`src/core/tsb_pkg.sv`:
```
// Package with register map, field layout, timing and carrier types for the token serial bus controller
// Contract
// [RULE1] Counter steps 0..37 on serial rising edge
// [RULE2] Reset puts counter in state 0
// [RULE3] Message is four host-accessible bytes, 32 bits
// [RULE4] Top three message bits are destination address
// [RULE5] Top-byte read clears pending; bottom write clears request
// [RULE6] Only four control bits writable; TXREQ, PREV and CLKEN are set-only, IFLAG is write-one-clear
// [RULE7] Reset clears whole control/status register
// [RULE8] Master bit set if requesting at mastery change
// [RULE9] Data high in state 36 sets not-acknowledged
// [RULE10] Address match sets receive pending until read
// [RULE11] Unread previous message makes node deaf
// [RULE12] Clock-enable bit makes node drive serial clock
// [RULE13] Interrupt flag set by events, write-one clears
// [RULE14] Interrupt request from enable and three status bits
// [RULE15] State 0 request stops clock, pulls data low
// [RULE16] Entering state 1 updates previous-master bit
// [RULE17] Chain-out rules decide the next master
// [RULE18] New master releases data high in state 1
// [RULE19] State 2 stops clock, master raises flag
// [RULE20] Host loads message, bottom byte written last
// [RULE21] Loaded master pulls data low, clock resumes
// [RULE22] Software picks exactly one initial previous master
// [RULE23] States 3..34 shift message out and in
// [RULE24] Launch on rising edge, capture on falling edge
// [RULE25] Addressed listening node acknowledges in state 36
// [RULE26] Data line is wired-AND open drain
package tsb_pkg;

  // Register byte addresses
  localparam logic [7:0] TSB_OFS_MSG0     = 8'h00;
  localparam logic [7:0] TSB_OFS_MSG1     = 8'h04;
  localparam logic [7:0] TSB_OFS_MSG2     = 8'h08;
  localparam logic [7:0] TSB_OFS_MSG3     = 8'h0C;
  localparam logic [7:0] TSB_OFS_CSR      = 8'h10;
  localparam logic [7:0] TSB_OFS_STATE    = 8'h14;
  localparam logic [7:0] TSB_OFS_NODEADDR = 8'h18;
  localparam logic [7:0] TSB_OFS_BUSEN    = 8'h1C;

  // Control/status bit positions
  localparam int TSB_CSR_TXREQ  = 0;
  localparam int TSB_CSR_MASTER = 1;
  localparam int TSB_CSR_PREV   = 2;
  localparam int TSB_CSR_NACK   = 3;
  localparam int TSB_CSR_RPEND  = 4;
  localparam int TSB_CSR_DEAF   = 5;
  localparam int TSB_CSR_CLKEN  = 6;
  localparam int TSB_CSR_IFLAG  = 7;
  localparam logic [7:0] TSB_CSR_RESET   = 8'h00;
  localparam logic [7:0] TSB_CSR_SETMASK = 8'h45;

  // Message layout and bus counter
  localparam int TSB_ADDR_MSB = 31;
  localparam int TSB_ADDR_LSB = 29;
  localparam logic [5:0] TSB_ST_LAST    = 6'h25;
  localparam logic [5:0] TSB_ST_MSG_LO  = 6'h03;
  localparam logic [5:0] TSB_ST_MSG_HI  = 6'h22;
  localparam logic [5:0] TSB_ST_PREACK  = 6'h23;
  localparam logic [5:0] TSB_ST_ACK     = 6'h24;

  // Serial clock generation
  localparam int TSB_CLK_PERIOD_NS = 100;
  localparam int TSB_SCLK_HALF_NS  = 500;
  localparam logic [3:0] TSB_SCLK_HALF_CYC = 4'((TSB_SCLK_HALF_NS + TSB_CLK_PERIOD_NS - 1) / TSB_CLK_PERIOD_NS);

  // AXI4-Lite responses
  localparam logic [1:0] TSB_RESP_OKAY   = 2'h0;
  localparam logic [1:0] TSB_RESP_SLVERR = 2'h2;

  typedef struct packed {
    logic        awvalid;
    logic [7:0]  awaddr;
    logic        wvalid;
    logic [31:0] wdata;
    logic [3:0]  wstrb;
    logic        bready;
    logic        arvalid;
    logic [7:0]  araddr;
    logic        rready;
  } tsb_axi_req_t;

  typedef struct packed {
    logic        awready;
    logic        wready;
    logic        bvalid;
    logic [1:0]  bresp;
    logic        arready;
    logic        rvalid;
    logic [31:0] rdata;
    logic [1:0]  rresp;
  } tsb_axi_rsp_t;

  typedef struct packed {
    logic sclk_i;
    logic shared_data_line_i;
    logic chain_in;
  } tsb_pin_in_t;

  typedef struct packed {
    logic sclk_o;
    logic sclk_oe;
    logic shared_data_line_o;
    logic shared_data_line_oe;
    logic chain_out;
  } tsb_pin_out_t;

endpackage

```
`src/core/tsb_controller.sv`:
```
// Token serial bus controller with AXI4-Lite register access
//
// Local design decision: the AXI4-Lite slave port.
`timescale 1ns/1ps
module tsb_controller (
  // Clock and reset
  input  wire logic                  clk_sys,
  input  wire logic                  rst,
  // Register bus
  input  wire tsb_pkg::tsb_axi_req_t axi_req,
  output tsb_pkg::tsb_axi_rsp_t      axi_rsp,
  // Bus pins
  input  wire tsb_pkg::tsb_pin_in_t  pin_in,
  output tsb_pkg::tsb_pin_out_t      pin_out,
  // Interrupt
  output logic                       bus_interrupt_request
);
  import tsb_pkg::*;

  typedef struct packed {
    tsb_axi_rsp_t rsp;
    logic         aw_got;
    logic [7:0]   aw_addr;
    logic         w_got;
    logic [31:0]  w_data;
    logic [3:0]   w_strb;
    logic [31:0]  msg;
    logic [7:0]   csr;
    logic [2:0]   node_addr;
    logic         bus_enable_control;
    logic         token;
    logic [5:0]   cnt;
    logic         sclk_q;
    logic         tx_bit;
    logic [3:0]   div;
    tsb_pin_out_t pins;
    logic         irq;
  } tsb_state_t;

  tsb_state_t st_r;
  tsb_state_t st_nxt;

  // Next counter value, wrapping after the last state
  function automatic logic [5:0] tsb_next_cnt(input logic [5:0] c);
    tsb_next_cnt = (c == TSB_ST_LAST) ? 6'h00 : c + 6'h01;
  endfunction

  // Counter value to the one-hot code software sees
  function automatic logic [7:0] tsb_state_code(input logic [5:0] c);
    if (c == 6'h00) begin
      tsb_state_code = 8'h01;
    end else if (c == 6'h01) begin
      tsb_state_code = 8'h02;
    end else if (c == 6'h02) begin
      tsb_state_code = 8'h04;
    end else if (c <= TSB_ST_MSG_HI) begin
      tsb_state_code = 8'h08;
    end else if (c == TSB_ST_PREACK) begin
      tsb_state_code = 8'h10;
    end else if (c == TSB_ST_ACK) begin
      tsb_state_code = 8'h20;
    end else begin
      tsb_state_code = 8'h40;
    end
  endfunction

  // Register read mux; unmapped gives an error flag
  function automatic logic [32:0] tsb_read(input tsb_state_t s, input logic [7:0] a);
    case ({a[7:2], 2'b00})
      TSB_OFS_MSG0:     tsb_read = {1'b0, 24'h000000, s.msg[7:0]};
      TSB_OFS_MSG1:     tsb_read = {1'b0, 24'h000000, s.msg[15:8]};
      TSB_OFS_MSG2:     tsb_read = {1'b0, 24'h000000, s.msg[23:16]};
      TSB_OFS_MSG3:     tsb_read = {1'b0, 24'h000000, s.msg[31:24]};
      TSB_OFS_CSR:      tsb_read = {1'b0, 24'h000000, s.csr};
      TSB_OFS_STATE:    tsb_read = {1'b0, 24'h000000, tsb_state_code(s.cnt)};
      TSB_OFS_NODEADDR: tsb_read = {1'b0, 29'h00000000, s.node_addr};
      TSB_OFS_BUSEN:    tsb_read = {1'b0, 31'h00000000, s.bus_enable_control};
      default:          tsb_read = {1'b1, 32'h00000000};
    endcase
  endfunction

  logic        sclk_rise;
  logic        sclk_fall;
  logic        addr_match;
  logic        do_write;
  logic        do_read;
  logic [32:0] rd;
  logic [7:0]  wb;

  // Edge detection on the shared serial clock and access strobes
  assign sclk_rise  = pin_in.sclk_i & ~st_r.sclk_q;
  assign sclk_fall  = ~pin_in.sclk_i & st_r.sclk_q;
  assign addr_match = (st_r.msg[TSB_ADDR_MSB:TSB_ADDR_LSB] == st_r.node_addr); // [RULE4]
  assign do_write   = st_r.aw_got & st_r.w_got & ~st_r.rsp.bvalid;
  assign do_read    = axi_req.arvalid & st_r.rsp.arready;
  assign rd         = tsb_read(st_r, axi_req.araddr);
  assign wb         = st_r.w_data[7:0];

  // Whole next-state computation
  always_comb begin
    st_nxt = st_r;
    st_nxt.sclk_q = pin_in.sclk_i;

    // Write channels are taken in either order, then one response
    if (axi_req.awvalid & st_r.rsp.awready) begin
      st_nxt.aw_got  = 1'b1;
      st_nxt.aw_addr = axi_req.awaddr;
    end
    if (axi_req.wvalid & st_r.rsp.wready) begin
      st_nxt.w_got  = 1'b1;
      st_nxt.w_data = axi_req.wdata;
      st_nxt.w_strb = axi_req.wstrb;
    end
    if (st_r.rsp.bvalid & axi_req.bready) begin
      st_nxt.rsp.bvalid = 1'b0;
    end
    if (do_write) begin
      st_nxt.aw_got       = 1'b0;
      st_nxt.w_got        = 1'b0;
      st_nxt.rsp.bvalid   = 1'b1;
      st_nxt.rsp.bresp    = TSB_RESP_OKAY;
      // Only lane 0 carries register data; other lanes are dropped
      if (st_r.w_strb[0]) begin
        case ({st_r.aw_addr[7:2], 2'b00})
          TSB_OFS_MSG0: begin
            st_nxt.msg[7:0] = wb; // [RULE3]
            st_nxt.csr[TSB_CSR_TXREQ] = 1'b0; // [RULE5] [RULE20]
          end
          TSB_OFS_MSG1:     st_nxt.msg[15:8]  = wb; // [RULE3]
          TSB_OFS_MSG2:     st_nxt.msg[23:16] = wb; // [RULE3]
          TSB_OFS_MSG3:     st_nxt.msg[31:24] = wb; // [RULE3]
          TSB_OFS_CSR: begin
            st_nxt.csr = st_nxt.csr | (wb & TSB_CSR_SETMASK); // [RULE6] [RULE12]
            if (wb[TSB_CSR_PREV]) begin
              st_nxt.token = 1'b1; // [RULE22]
            end
            if (wb[TSB_CSR_IFLAG]) begin
              st_nxt.csr[TSB_CSR_IFLAG] = 1'b0; // [RULE13]
            end
          end
          TSB_OFS_NODEADDR: st_nxt.node_addr = wb[2:0];
          TSB_OFS_BUSEN:    st_nxt.bus_enable_control = wb[0];
          TSB_OFS_STATE:    st_nxt.rsp.bresp = TSB_RESP_OKAY;
          default:          st_nxt.rsp.bresp = TSB_RESP_SLVERR;
        endcase
      end else if (tsb_read(st_r, st_r.aw_addr) >> 32 != 33'h0) begin
        st_nxt.rsp.bresp = TSB_RESP_SLVERR;
      end
    end

    // Read channel; a read of the top byte releases the pending message
    if (st_r.rsp.rvalid & axi_req.rready) begin
      st_nxt.rsp.rvalid = 1'b0;
    end
    if (do_read) begin
      st_nxt.rsp.rvalid = 1'b1;
      st_nxt.rsp.rdata  = rd[31:0];
      st_nxt.rsp.rresp  = rd[32] ? TSB_RESP_SLVERR : TSB_RESP_OKAY;
      if ({axi_req.araddr[7:2], 2'b00} == TSB_OFS_MSG3) begin
        st_nxt.csr[TSB_CSR_RPEND] = 1'b0; // [RULE5] [RULE10]
      end
    end

    // Falling edge captures the bit on the line while listening
    if (sclk_fall && st_r.cnt >= TSB_ST_MSG_LO && st_r.cnt <= TSB_ST_MSG_HI
        && !st_r.csr[TSB_CSR_DEAF]) begin
      st_nxt.msg = {st_r.msg[30:0], pin_in.shared_data_line_i}; // [RULE23] [RULE24]
    end

    // Rising edge advances the bus timing counter and its events
    if (sclk_rise) begin
      st_nxt.cnt = tsb_next_cnt(st_r.cnt); // [RULE1]
      case (st_r.cnt)
        6'h00: begin
          st_nxt.csr[TSB_CSR_PREV] = st_r.token; // [RULE16]
        end
        6'h01: begin
          // Winner is the first requester downstream of the old master
          st_nxt.token = st_r.csr[TSB_CSR_TXREQ] & pin_in.chain_in;
          st_nxt.csr[TSB_CSR_MASTER] = st_r.csr[TSB_CSR_TXREQ] & pin_in.chain_in; // [RULE8]
          if (st_r.csr[TSB_CSR_TXREQ] & pin_in.chain_in) begin
            st_nxt.csr[TSB_CSR_IFLAG] = 1'b1; // [RULE19]
          end
        end
        6'h02: begin
          st_nxt.csr[TSB_CSR_DEAF] = st_r.csr[TSB_CSR_RPEND]; // [RULE11]
        end
        TSB_ST_ACK: begin
          if (st_r.csr[TSB_CSR_MASTER]) begin
            st_nxt.csr[TSB_CSR_NACK] = pin_in.shared_data_line_i; // [RULE9]
            if (pin_in.shared_data_line_i) begin
              st_nxt.csr[TSB_CSR_IFLAG] = 1'b1; // [RULE13]
            end
          end else if (addr_match && !st_r.csr[TSB_CSR_DEAF]) begin
            st_nxt.csr[TSB_CSR_RPEND] = 1'b1; // [RULE10]
            st_nxt.csr[TSB_CSR_IFLAG] = 1'b1; // [RULE13]
          end
        end
        default: begin
          st_nxt.cnt = tsb_next_cnt(st_r.cnt);
        end
      endcase
      st_nxt.tx_bit = st_r.msg[31]; // [RULE24]
    end

    // Serial clock generator, held low while the bus waits on a request
    if (!st_r.csr[TSB_CSR_CLKEN]) begin
      st_nxt.pins.sclk_o = 1'b0;
      st_nxt.div         = 4'h0;
    end else if (!st_r.pins.sclk_o && (st_r.cnt == 6'h00 || st_r.cnt == 6'h02) && pin_in.shared_data_line_i) begin
      st_nxt.div = 4'h0; // [RULE15] [RULE19]
    end else if (st_r.div == TSB_SCLK_HALF_CYC - 4'h1) begin
      st_nxt.div         = 4'h0;
      st_nxt.pins.sclk_o = ~st_r.pins.sclk_o; // [RULE12] [RULE21]
    end else begin
      st_nxt.div = st_r.div + 4'h1;
    end
    st_nxt.pins.sclk_oe = st_r.csr[TSB_CSR_CLKEN]; // [RULE12]

    // Chain-out carries the token only in the arbitration state
    st_nxt.pins.chain_out = (st_nxt.cnt == 6'h01) &&
                            (st_nxt.csr[TSB_CSR_PREV] ||
                             (pin_in.chain_in && !st_nxt.csr[TSB_CSR_TXREQ])); // [RULE17]

    // Open-drain data line: only ever pulled low, released means high
    st_nxt.pins.shared_data_line_o  = 1'b0; // [RULE26]
    st_nxt.pins.shared_data_line_oe = 1'b0; // [RULE18]
    if (st_nxt.cnt == 6'h00 && st_nxt.csr[TSB_CSR_TXREQ]) begin
      st_nxt.pins.shared_data_line_oe = 1'b1; // [RULE15]
    end else if (st_nxt.cnt == 6'h02 && st_nxt.csr[TSB_CSR_MASTER] && !st_nxt.csr[TSB_CSR_TXREQ]) begin
      st_nxt.pins.shared_data_line_oe = 1'b1; // [RULE21]
    end else if (st_nxt.cnt >= TSB_ST_MSG_LO && st_nxt.cnt <= TSB_ST_MSG_HI && st_nxt.csr[TSB_CSR_MASTER]) begin
      st_nxt.pins.shared_data_line_oe = ~st_nxt.tx_bit; // [RULE23]
    end else if (st_nxt.cnt == TSB_ST_ACK && !st_nxt.csr[TSB_CSR_MASTER] && !st_nxt.csr[TSB_CSR_DEAF]
                 && st_nxt.msg[TSB_ADDR_MSB:TSB_ADDR_LSB] == st_nxt.node_addr) begin
      st_nxt.pins.shared_data_line_oe = 1'b1; // [RULE25]
    end

    // Ready flags are registered so every output comes from a flop
    st_nxt.rsp.awready = ~st_nxt.aw_got & ~st_nxt.rsp.bvalid;
    st_nxt.rsp.wready  = ~st_nxt.w_got & ~st_nxt.rsp.bvalid;
    st_nxt.rsp.arready = ~st_nxt.rsp.rvalid;
    st_nxt.irq = st_nxt.bus_enable_control &
                 (st_nxt.csr[TSB_CSR_MASTER] | st_nxt.csr[TSB_CSR_NACK] | st_nxt.csr[TSB_CSR_RPEND]); // [RULE14]
  end

  // Single state register; reset zeroes counter and control/status
  always_ff @(posedge clk_sys) begin
    if (rst) begin
      st_r     <= '0; // [RULE2] [RULE7]
      st_r.csr <= TSB_CSR_RESET;
    end else begin
      st_r <= st_nxt;
    end
  end

  assign axi_rsp               = st_r.rsp;
  assign pin_out               = st_r.pins;
  assign bus_interrupt_request = st_r.irq;
endmodule

```
`config.mk`:
```
export PLATFORM = sky130hd
export DESIGN_NAME = tsb_controller
export DESIGN_NICKNAME = d
export VERILOG_FILES = /design/src/core/tsb_pkg.sv /design/src/core/tsb_controller.sv
export SDC_FILE = /design/constraint.sdc
export NUM_CORES = 1
export LEC_CHECK = 0
export BUFFER_PORTS_ARGS = -buffer_cell sky130_fd_sc_hd__buf_2
export CAP_MARGIN = 5
export CORE_MARGIN = 4
export CORE_UTILIZATION = 35
export DETAILED_ROUTE_END_ITERATION = 7
export PLACE_DENSITY = 0.65
export SETUP_SLACK_MARGIN = 0.2
export SLEW_MARGIN = 30
export SYNTH_ARGS = -nofsm -noshare
export SYNTH_HDL_FRONTEND = slang
export SYNTH_SLANG_ARGS = --single-unit
```
`constraint.sdc`:
```
create_clock -name clk_sys -period 3.1 [get_ports clk_sys]
set_input_delay 0.465 -clock clk_sys [delete_from_list [all_inputs] [get_ports clk_sys]]
set_output_delay 0.465 -clock clk_sys [all_outputs]
set_load 0.03 [all_outputs]
```
==> results.toml, run 1 <==
[timing]
holdWs_ps = 353
hold_viol = 0
worst_slew_pin_slew_ps = 692
fin_crit_sh = 0.862
clock.fmax_ghz = 0.374
fin_skew_ps = 8.84
relSlewSlack = 0.537
rsz0062_at_grt = "no"
slew_violations = 0
period_minus_slack_ps = 2670
final-setup-viol-count = 0
setup_tns_ps = 0

[synthesis]
synth_cell_type_count = 54
synthFlopType = "dfxtp_1"
synth_warnings = 0
syn-cell-area_um2 = 5060
ys_async_sr_fraction = 0
syn_inst = 601
synth-edff-count = 0
seq_area_frac_synth = 0.372
synth_area_per_cell_um2 = 8.42
ys_ff_latch = 94

[global_route]
grt_pass1_vias = 3883
grt.overflow.total = 0
grt_max_degree = 45
grtUsageTotal = 0.151
grt_pass1_wl_um = 20100
antenna_found_initial = 0

[worst_setup_path]
critPathKind = "flop to flop"
r2r_start = "st_r[14]$_SDFF_PP0_"
r2r_setup_slack_ps = 430
worstRegToRegCells = 8
crit_path_start_kind = "flop"
cp-end-kind = "flop"
worstPathRequired_ps = 3360
worstReg2RegEnd = "pin_out[1]$_SDFF_PP0_"
path_max_fanout = 10
critPathArrivalTime_ps = 2930

[final_layout]
nFillCells = 1419
syn2layout_area_growth_pct = 9.92
finalNetCount = 681
seq_area_um2 = 1880
final_cell_mix = "dfxtp_1, nor2_1, buf_2"
drive_gt1_frac = 0.155
fin_cells = 798
fin_area_um2 = 5560
multi_input_area_um2 = 2730
n_antenna_cell = 0
final_common_cell = "dfxtp_1"

[hold_path]
holdPathEnd = "st_r[67]$_SDFFE_PP0P_"
hold_depth = 3
hold_class = "primary input to flop"
hp-start = "axi_req[15]"

[place]
gp_congestion = 0.846
dp.cells = 782
dp_hpwl_um = 9090
dpl_cell_area_um2 = 5220
portBuffers = 50

[clock_network]
cts_buffer_depth = 2
clk_latency_ps = 350
cts-hold-fix-buffers = 0
cts_tree = "done"
clock-sinks = 94
cts_inserted_buffers = 9
cts-root-buf = "clkbuf_16"
cts.reportedPaths.clkPinSlew_ps = 70
cts_setup_buffers = 0
htree_levels = 3

[pwr]
power_mw = 2.74
p_leak_nw = 2.25
power.density_nw_per_um2 = 493
ir_drop_v = 0.000347

[run]
max-cap-violations = 0

[route]
dr.pass1.iters = 5
wl_per_cell_um = 15.5
routed_wl_um = 12400
drcViolationCount = 0
vias = 4208
ant_nets = 0
viasPerCell = 5.27
drt_iter0_markers = 339

[floorplanning]
design.core.area_um2 = 14000
die_w_um = 128
rows = 43
pin_count = 109
die_area_um2 = 16400
die_h_um = 128
initial_core_util = 0.360

[run_status]
status = "finished clean"
[layout make-up]
cell class                      count  share of cell area
Clock buffer                       11              0.0455
Clock inverter                      5              0.0146
Inverter                           11             0.00743
Multi-Input combinational cell    435               0.492
Sequential cell                    94               0.338
Tap cell                          180              0.0405
Timing Repair Buffer               62              0.0619
[worst max-delay path, cell delays in order, from the launching register on]
cell and delay, ps:
dfxtp_1 530, nor4bb_1 510, buf_4 220, nand2_1 50, a221oi_1 490, nand4b_1 210
o21ai_0 270, a41oi_2 60, a211oi_1 240
[stage by stage]
stage / utilization / worst slack (ps)
3_5_place_dp: 0.372 / 407
3_3_place_gp: 0.372 / 464
4_1_cts: 0.396 / 365
2_1_floorplan: - / 673
6_report: 0.396 / 427
5_1_grt: 0.396 / 228
[worst max-delay path by stage]
stage	slack, ps	to	depth (start not counted)	startpoint
after global placement	460	st_r[49]$_SDFFE_PP0P_	9	st_r[12]$_SDFF_PP0_
final	430	pin_out[1]$_SDFF_PP0_	8	st_r[14]$_SDFF_PP0_
after floorplan	670	pin_out[1]$_SDFF_PP0_	8	st_r[107]$_SDFFE_PP0P_
after detailed placement	410	st_r[33]$_SDFFE_PP0P_	9	st_r[12]$_SDFF_PP0_
after global routing	230	pin_out[1]$_SDFF_PP0_	8	st_r[14]$_SDFF_PP0_
after CTS	360	st_r[33]$_SDFFE_PP0P_	9	st_r[12]$_SDFF_PP0_
[per-layer routing]
metal  global-route usage  part of all wire
met1                0.205              0.46
met2                0.230              0.47
met3               0.0383             0.052
met4               0.0581             0.018
met5                    0                 0
[Yosys cell counts, drive strengths merged (2+ instances only)]
cell type / number / area [um^2]
a2bb2oi: 2 / 17.5
a211oi: 30 / 225
or2: 2 / 12.5
a21oi: 36 / 180
nand2: 46 / 173
nor3b: 3 / 22.5
o211ai: 2 / 20.0
clkbuf: 32 / 120
nor2: 87 / 329
a41oi: 2 / 25.0
a31oi: 4 / 25.0
o22ai: 5 / 31.3
inv: 11 / 41.3
mux4: 7 / 158
xnor2: 6 / 52.6
mux2: 4 / 52.6
and3: 5 / 31.3
nand3b: 2 / 15.0
nand4b: 5 / 43.8
nor4: 6 / 37.5
and2: 4 / 25.0
nor3: 14 / 70.1
buf: 55 / 388
nand4: 3 / 18.8
dfxtp: 94 / 1880
o21ai: 11 / 55.1
a221oi: 5 / 43.8
a311oi: 8 / 70.1
mux2i: 40 / 400
nand3: 27 / 135
ha: 6 / 75.1
a22oi: 2 / 15.0
nor2b: 10 / 62.6
nand2b: 7 / 43.8
xor2: 6 / 52.6
[cells by family (layout without fill, tap and decap cells)]
group,after synthesis,count (layout),synth area share
compound gates,113,113,0.151
xor+xnor,12,12,0.0208
fa+ha+maj,6,6,0.0148
buf+inv,98,89,0.109
flops,94,94,0.372
mux,51,51,0.121
other cells,1,27,0.000741
simple gates,226,226,0.212
[flip-flops by register name, summed over array words and instances (netlist names)]
signal                 count
axi_rsp                   15
bus_interrupt_request      1
st_r                      73
pin_out                    4
st_nxt                     1
[report_power, final]
part / switching, mW / internal, mW
combinational: 0.179 / 0.0798
clock: 0.464 / 0.750
sequential: 0.0330 / 1.24
[what timing repair did]
| action | 4_1_cts | 5_1_grt |
|---|---|---|
| setup endpoints to repair | 0 | 6 |
| gates resized for setup | 0 | 1 |
| hold endpoints to repair | 0 | 0 |
No activity file was read; power rests on OpenSTA's default activity.
==> run 2: changes to the inputs <==
--- a/config.mk
+++ b/config.mk
@@ -11,6 +11,7 @@
 export CORE_UTILIZATION = 35
 export DETAILED_ROUTE_END_ITERATION = 7
 export PLACE_DENSITY = 0.65
+export RECOVER_POWER = 50
 export SETUP_SLACK_MARGIN = 0.2
 export SLEW_MARGIN = 30
 export SYNTH_ARGS = -nofsm -noshare
==> constraint.sdc (replaced) <==
create_clock -name clk_sys -period 2.94 [get_ports clk_sys]
set_input_delay 0.441 -clock clk_sys [delete_from_list [all_inputs] [get_ports clk_sys]]
set_output_delay 0.441 -clock clk_sys [all_outputs]
set_load 0.03 [all_outputs]
==> run 2 against run 1 <==
  * First-iteration DRC count increased by 2.1%
  * Final area increased by 0.16%
  * Critical path depth down 1
  * Clock skew down 1.9 ps
  * Fmax up 3.5%
  * Sequential share of layout area barely moved
  * Clock power grew 6%
  * Die area is the same
  * Combinational power up 4%
  * Global-route usage increased by 0.27 points
  * Critical path type unchanged
  * Critical endpoint unchanged
  * Highest routed layer unchanged
==> results.toml, run 2 (synthesis gave the netlist of run 1 again) <==
[clock_network]
cts-root-buf = "clkbuf_16"
cts_resized = 0
cts-hold-fix-buffers = 0
cts.reportedPaths.clkPinSlew_ps = 70
clock-sinks = 94
clk_latency_ps = 340
htree_levels = 3
cts_setup_buffers = 0
cts_tree = "done"
cts_inserted_buffers = 9
cts_buffer_depth = 2

[final_layout]
drive_gt1_frac = 0.127
nFillCells = 1464
fin_cells = 801
largest_register_ffs = 73
multi_input_area_um2 = 2750
finalNetCount = 684
final_common_cell = "dfxtp_1"
syn2layout_area_growth_pct = 10.1
seq_area_um2 = 1880
largest_register = "st_r"
n_antenna_cell = 0
final_cell_mix = "dfxtp_1, nor2_1, nand2_1"

[place]
dp.cells = 785
portBuffers = 50
dp_hpwl_um = 9160
gp_congestion = 0.857

[worst_setup_path]
critPathArrivalTime_ps = 2830
worstReg2RegEnd = "pin_out[1]$_SDFF_PP0_"
r2r_setup_slack_ps = 360
cp-end-kind = "flop"
crit_path_start_kind = "flop"
worstRegToRegCells = 7
path_max_fanout = 8
critPathKind = "flop to flop"
worstPathRequired_ps = 3180
r2r_start = "st_r[107]$_SDFFE_PP0P_"

[route]
ant_nets = 0
vias = 4213
drcViolationCount = 0
wl_per_cell_um = 15.5
routed_wl_um = 12500
dr.pass1.iters = 5
viasPerCell = 5.26
drt_iter0_markers = 346

[timing]
final-setup-viol-count = 0
worst_slew_pin_slew_ps = 1290
clock.fmax_ghz = 0.387
setup_tns_ps = 0
hold_viol = 0
holdWs_ps = 336
fin_crit_sh = 0.879
fin_skew_ps = 6.91
rsz0062_at_grt = "no"
slew_violations = 0
period_minus_slack_ps = 2580
relSlewSlack = 0.142

[floorplanning]
die_area_um2 = 16400
die_h_um = 128
rows = 43
design.core.area_um2 = 14000
pin_count = 109
die_w_um = 128
initial_core_util = 0.360

[hold_path]
hp-start = "axi_req[17]"
hold_class = "primary input to flop"
hold_depth = 3
holdPathEnd = "st_r[69]$_SDFFE_PP0P_"

[global_route]
grt_pass1_wl_um = 20600
antenna_found_initial = 0
grtUsageTotal = 0.154
grt_max_degree = 61
grt_pass1_vias = 4068
grt.overflow.total = 0

[pwr]
p_switching_mw = 0.714
swShare = 0.247
power.density_nw_per_um2 = 519
pwr-share-seq = 0.463
intPower_mw = 2.18
p_leak_nw = 2.18
power_frac_clock = 0.444
ir_drop_v = 0.000309
combPwrFrac = 0.093

[run_status]
status = "finished clean"

[run]
max-cap-violations = 0
-- run 2: cell count changes in the layout (fill, tap and decap cells not counted) --
cell,before,now
and2_0,0,1
nor4bb_1,1,0
clkbuf_2,0,1
a221oi_2,0,1
nor4bb_2,0,1
buf_2,50,29
dfxtp_2,0,1
buf_12,0,1
dfxtp_1,94,93
clkbuf_1,0,23
a221oi_1,5,4
and2_1,4,3
buf_6,1,0
-- run 2: per-layer routing --
layer / global-route usage / part of all wire / routed length, um
met4: 0.0443 / 0.011 / 138
met1: 0.207 / 0.46 / 5680
met2: 0.247 / 0.48 / 5960
met3: 0.0342 / 0.054 / 674
met5: 0 / 0 / 0
-- run 2: area by class of cell --
cell class / count / share of cell area
Clock inverter: 5 / 0.0146
Multi-Input combinational cell: 435 / 0.493
Sequential cell: 94 / 0.338
Clock buffer: 11 / 0.0454
Timing Repair Buffer: 65 / 0.0609
Tap cell: 180 / 0.0404
Inverter: 11 / 0.00741
-- run 2: per-stage QoR --
step	setup slack [ps]	total power [mW]	instance area [um^2]	utilization
after CTS	338	2.92	5590	0.398
after floorplan	513	1.61	5160	-
final	357	2.89	5570	0.397
after detailed placement	369	1.64	5260	0.374
after global placement	407	1.63	5260	0.374
after global routing	248	3.00	5570	0.397
-- run 2: critical path, stage by stage (launching register included) --
cell and delay [ps]:
dfxtp_1 320, or3_4 390, or4_4 620, mux2_4 340, mux2_4 270, xor2_1 190
a41oi_2 130, a211oi_1 220
-- run 2: worst max path at each step --
stage / startpoint / endpoint / slack [ps] / depth (start not counted)
finish: st_r[107]$_SDFFE_PP0P_ / pin_out[1]$_SDFF_PP0_ / 360 / 7
global route: st_r[107]$_SDFFE_PP0P_ / pin_out[1]$_SDFF_PP0_ / 250 / 7
CTS: st_r[12]$_SDFF_PP0_ / pin_out[1]$_SDFF_PP0_ / 340 / 9
detailed placement: st_r[12]$_SDFF_PP0_ / pin_out[1]$_SDFF_PP0_ / 370 / 9
global placement: st_r[107]$_SDFFE_PP0P_ / pin_out[1]$_SDFF_PP0_ / 410 / 7
floorplan: st_r[107]$_SDFFE_PP0P_ / pin_out[1]$_SDFF_PP0_ / 510 / 8
-- run 2: power by group through the flow --
stage / Combinational, mW / Sequential [mW] / Clock, mW
after floorplan: 0.256 / 1.35 / 0
after global placement: 0.270 / 1.36 / 0
after detailed placement: 0.272 / 1.37 / 0
after CTS: 0.273 / 1.34 / 1.31
after global routing: 0.296 / 1.34 / 1.36
final: 0.269 / 1.34 / 1.28
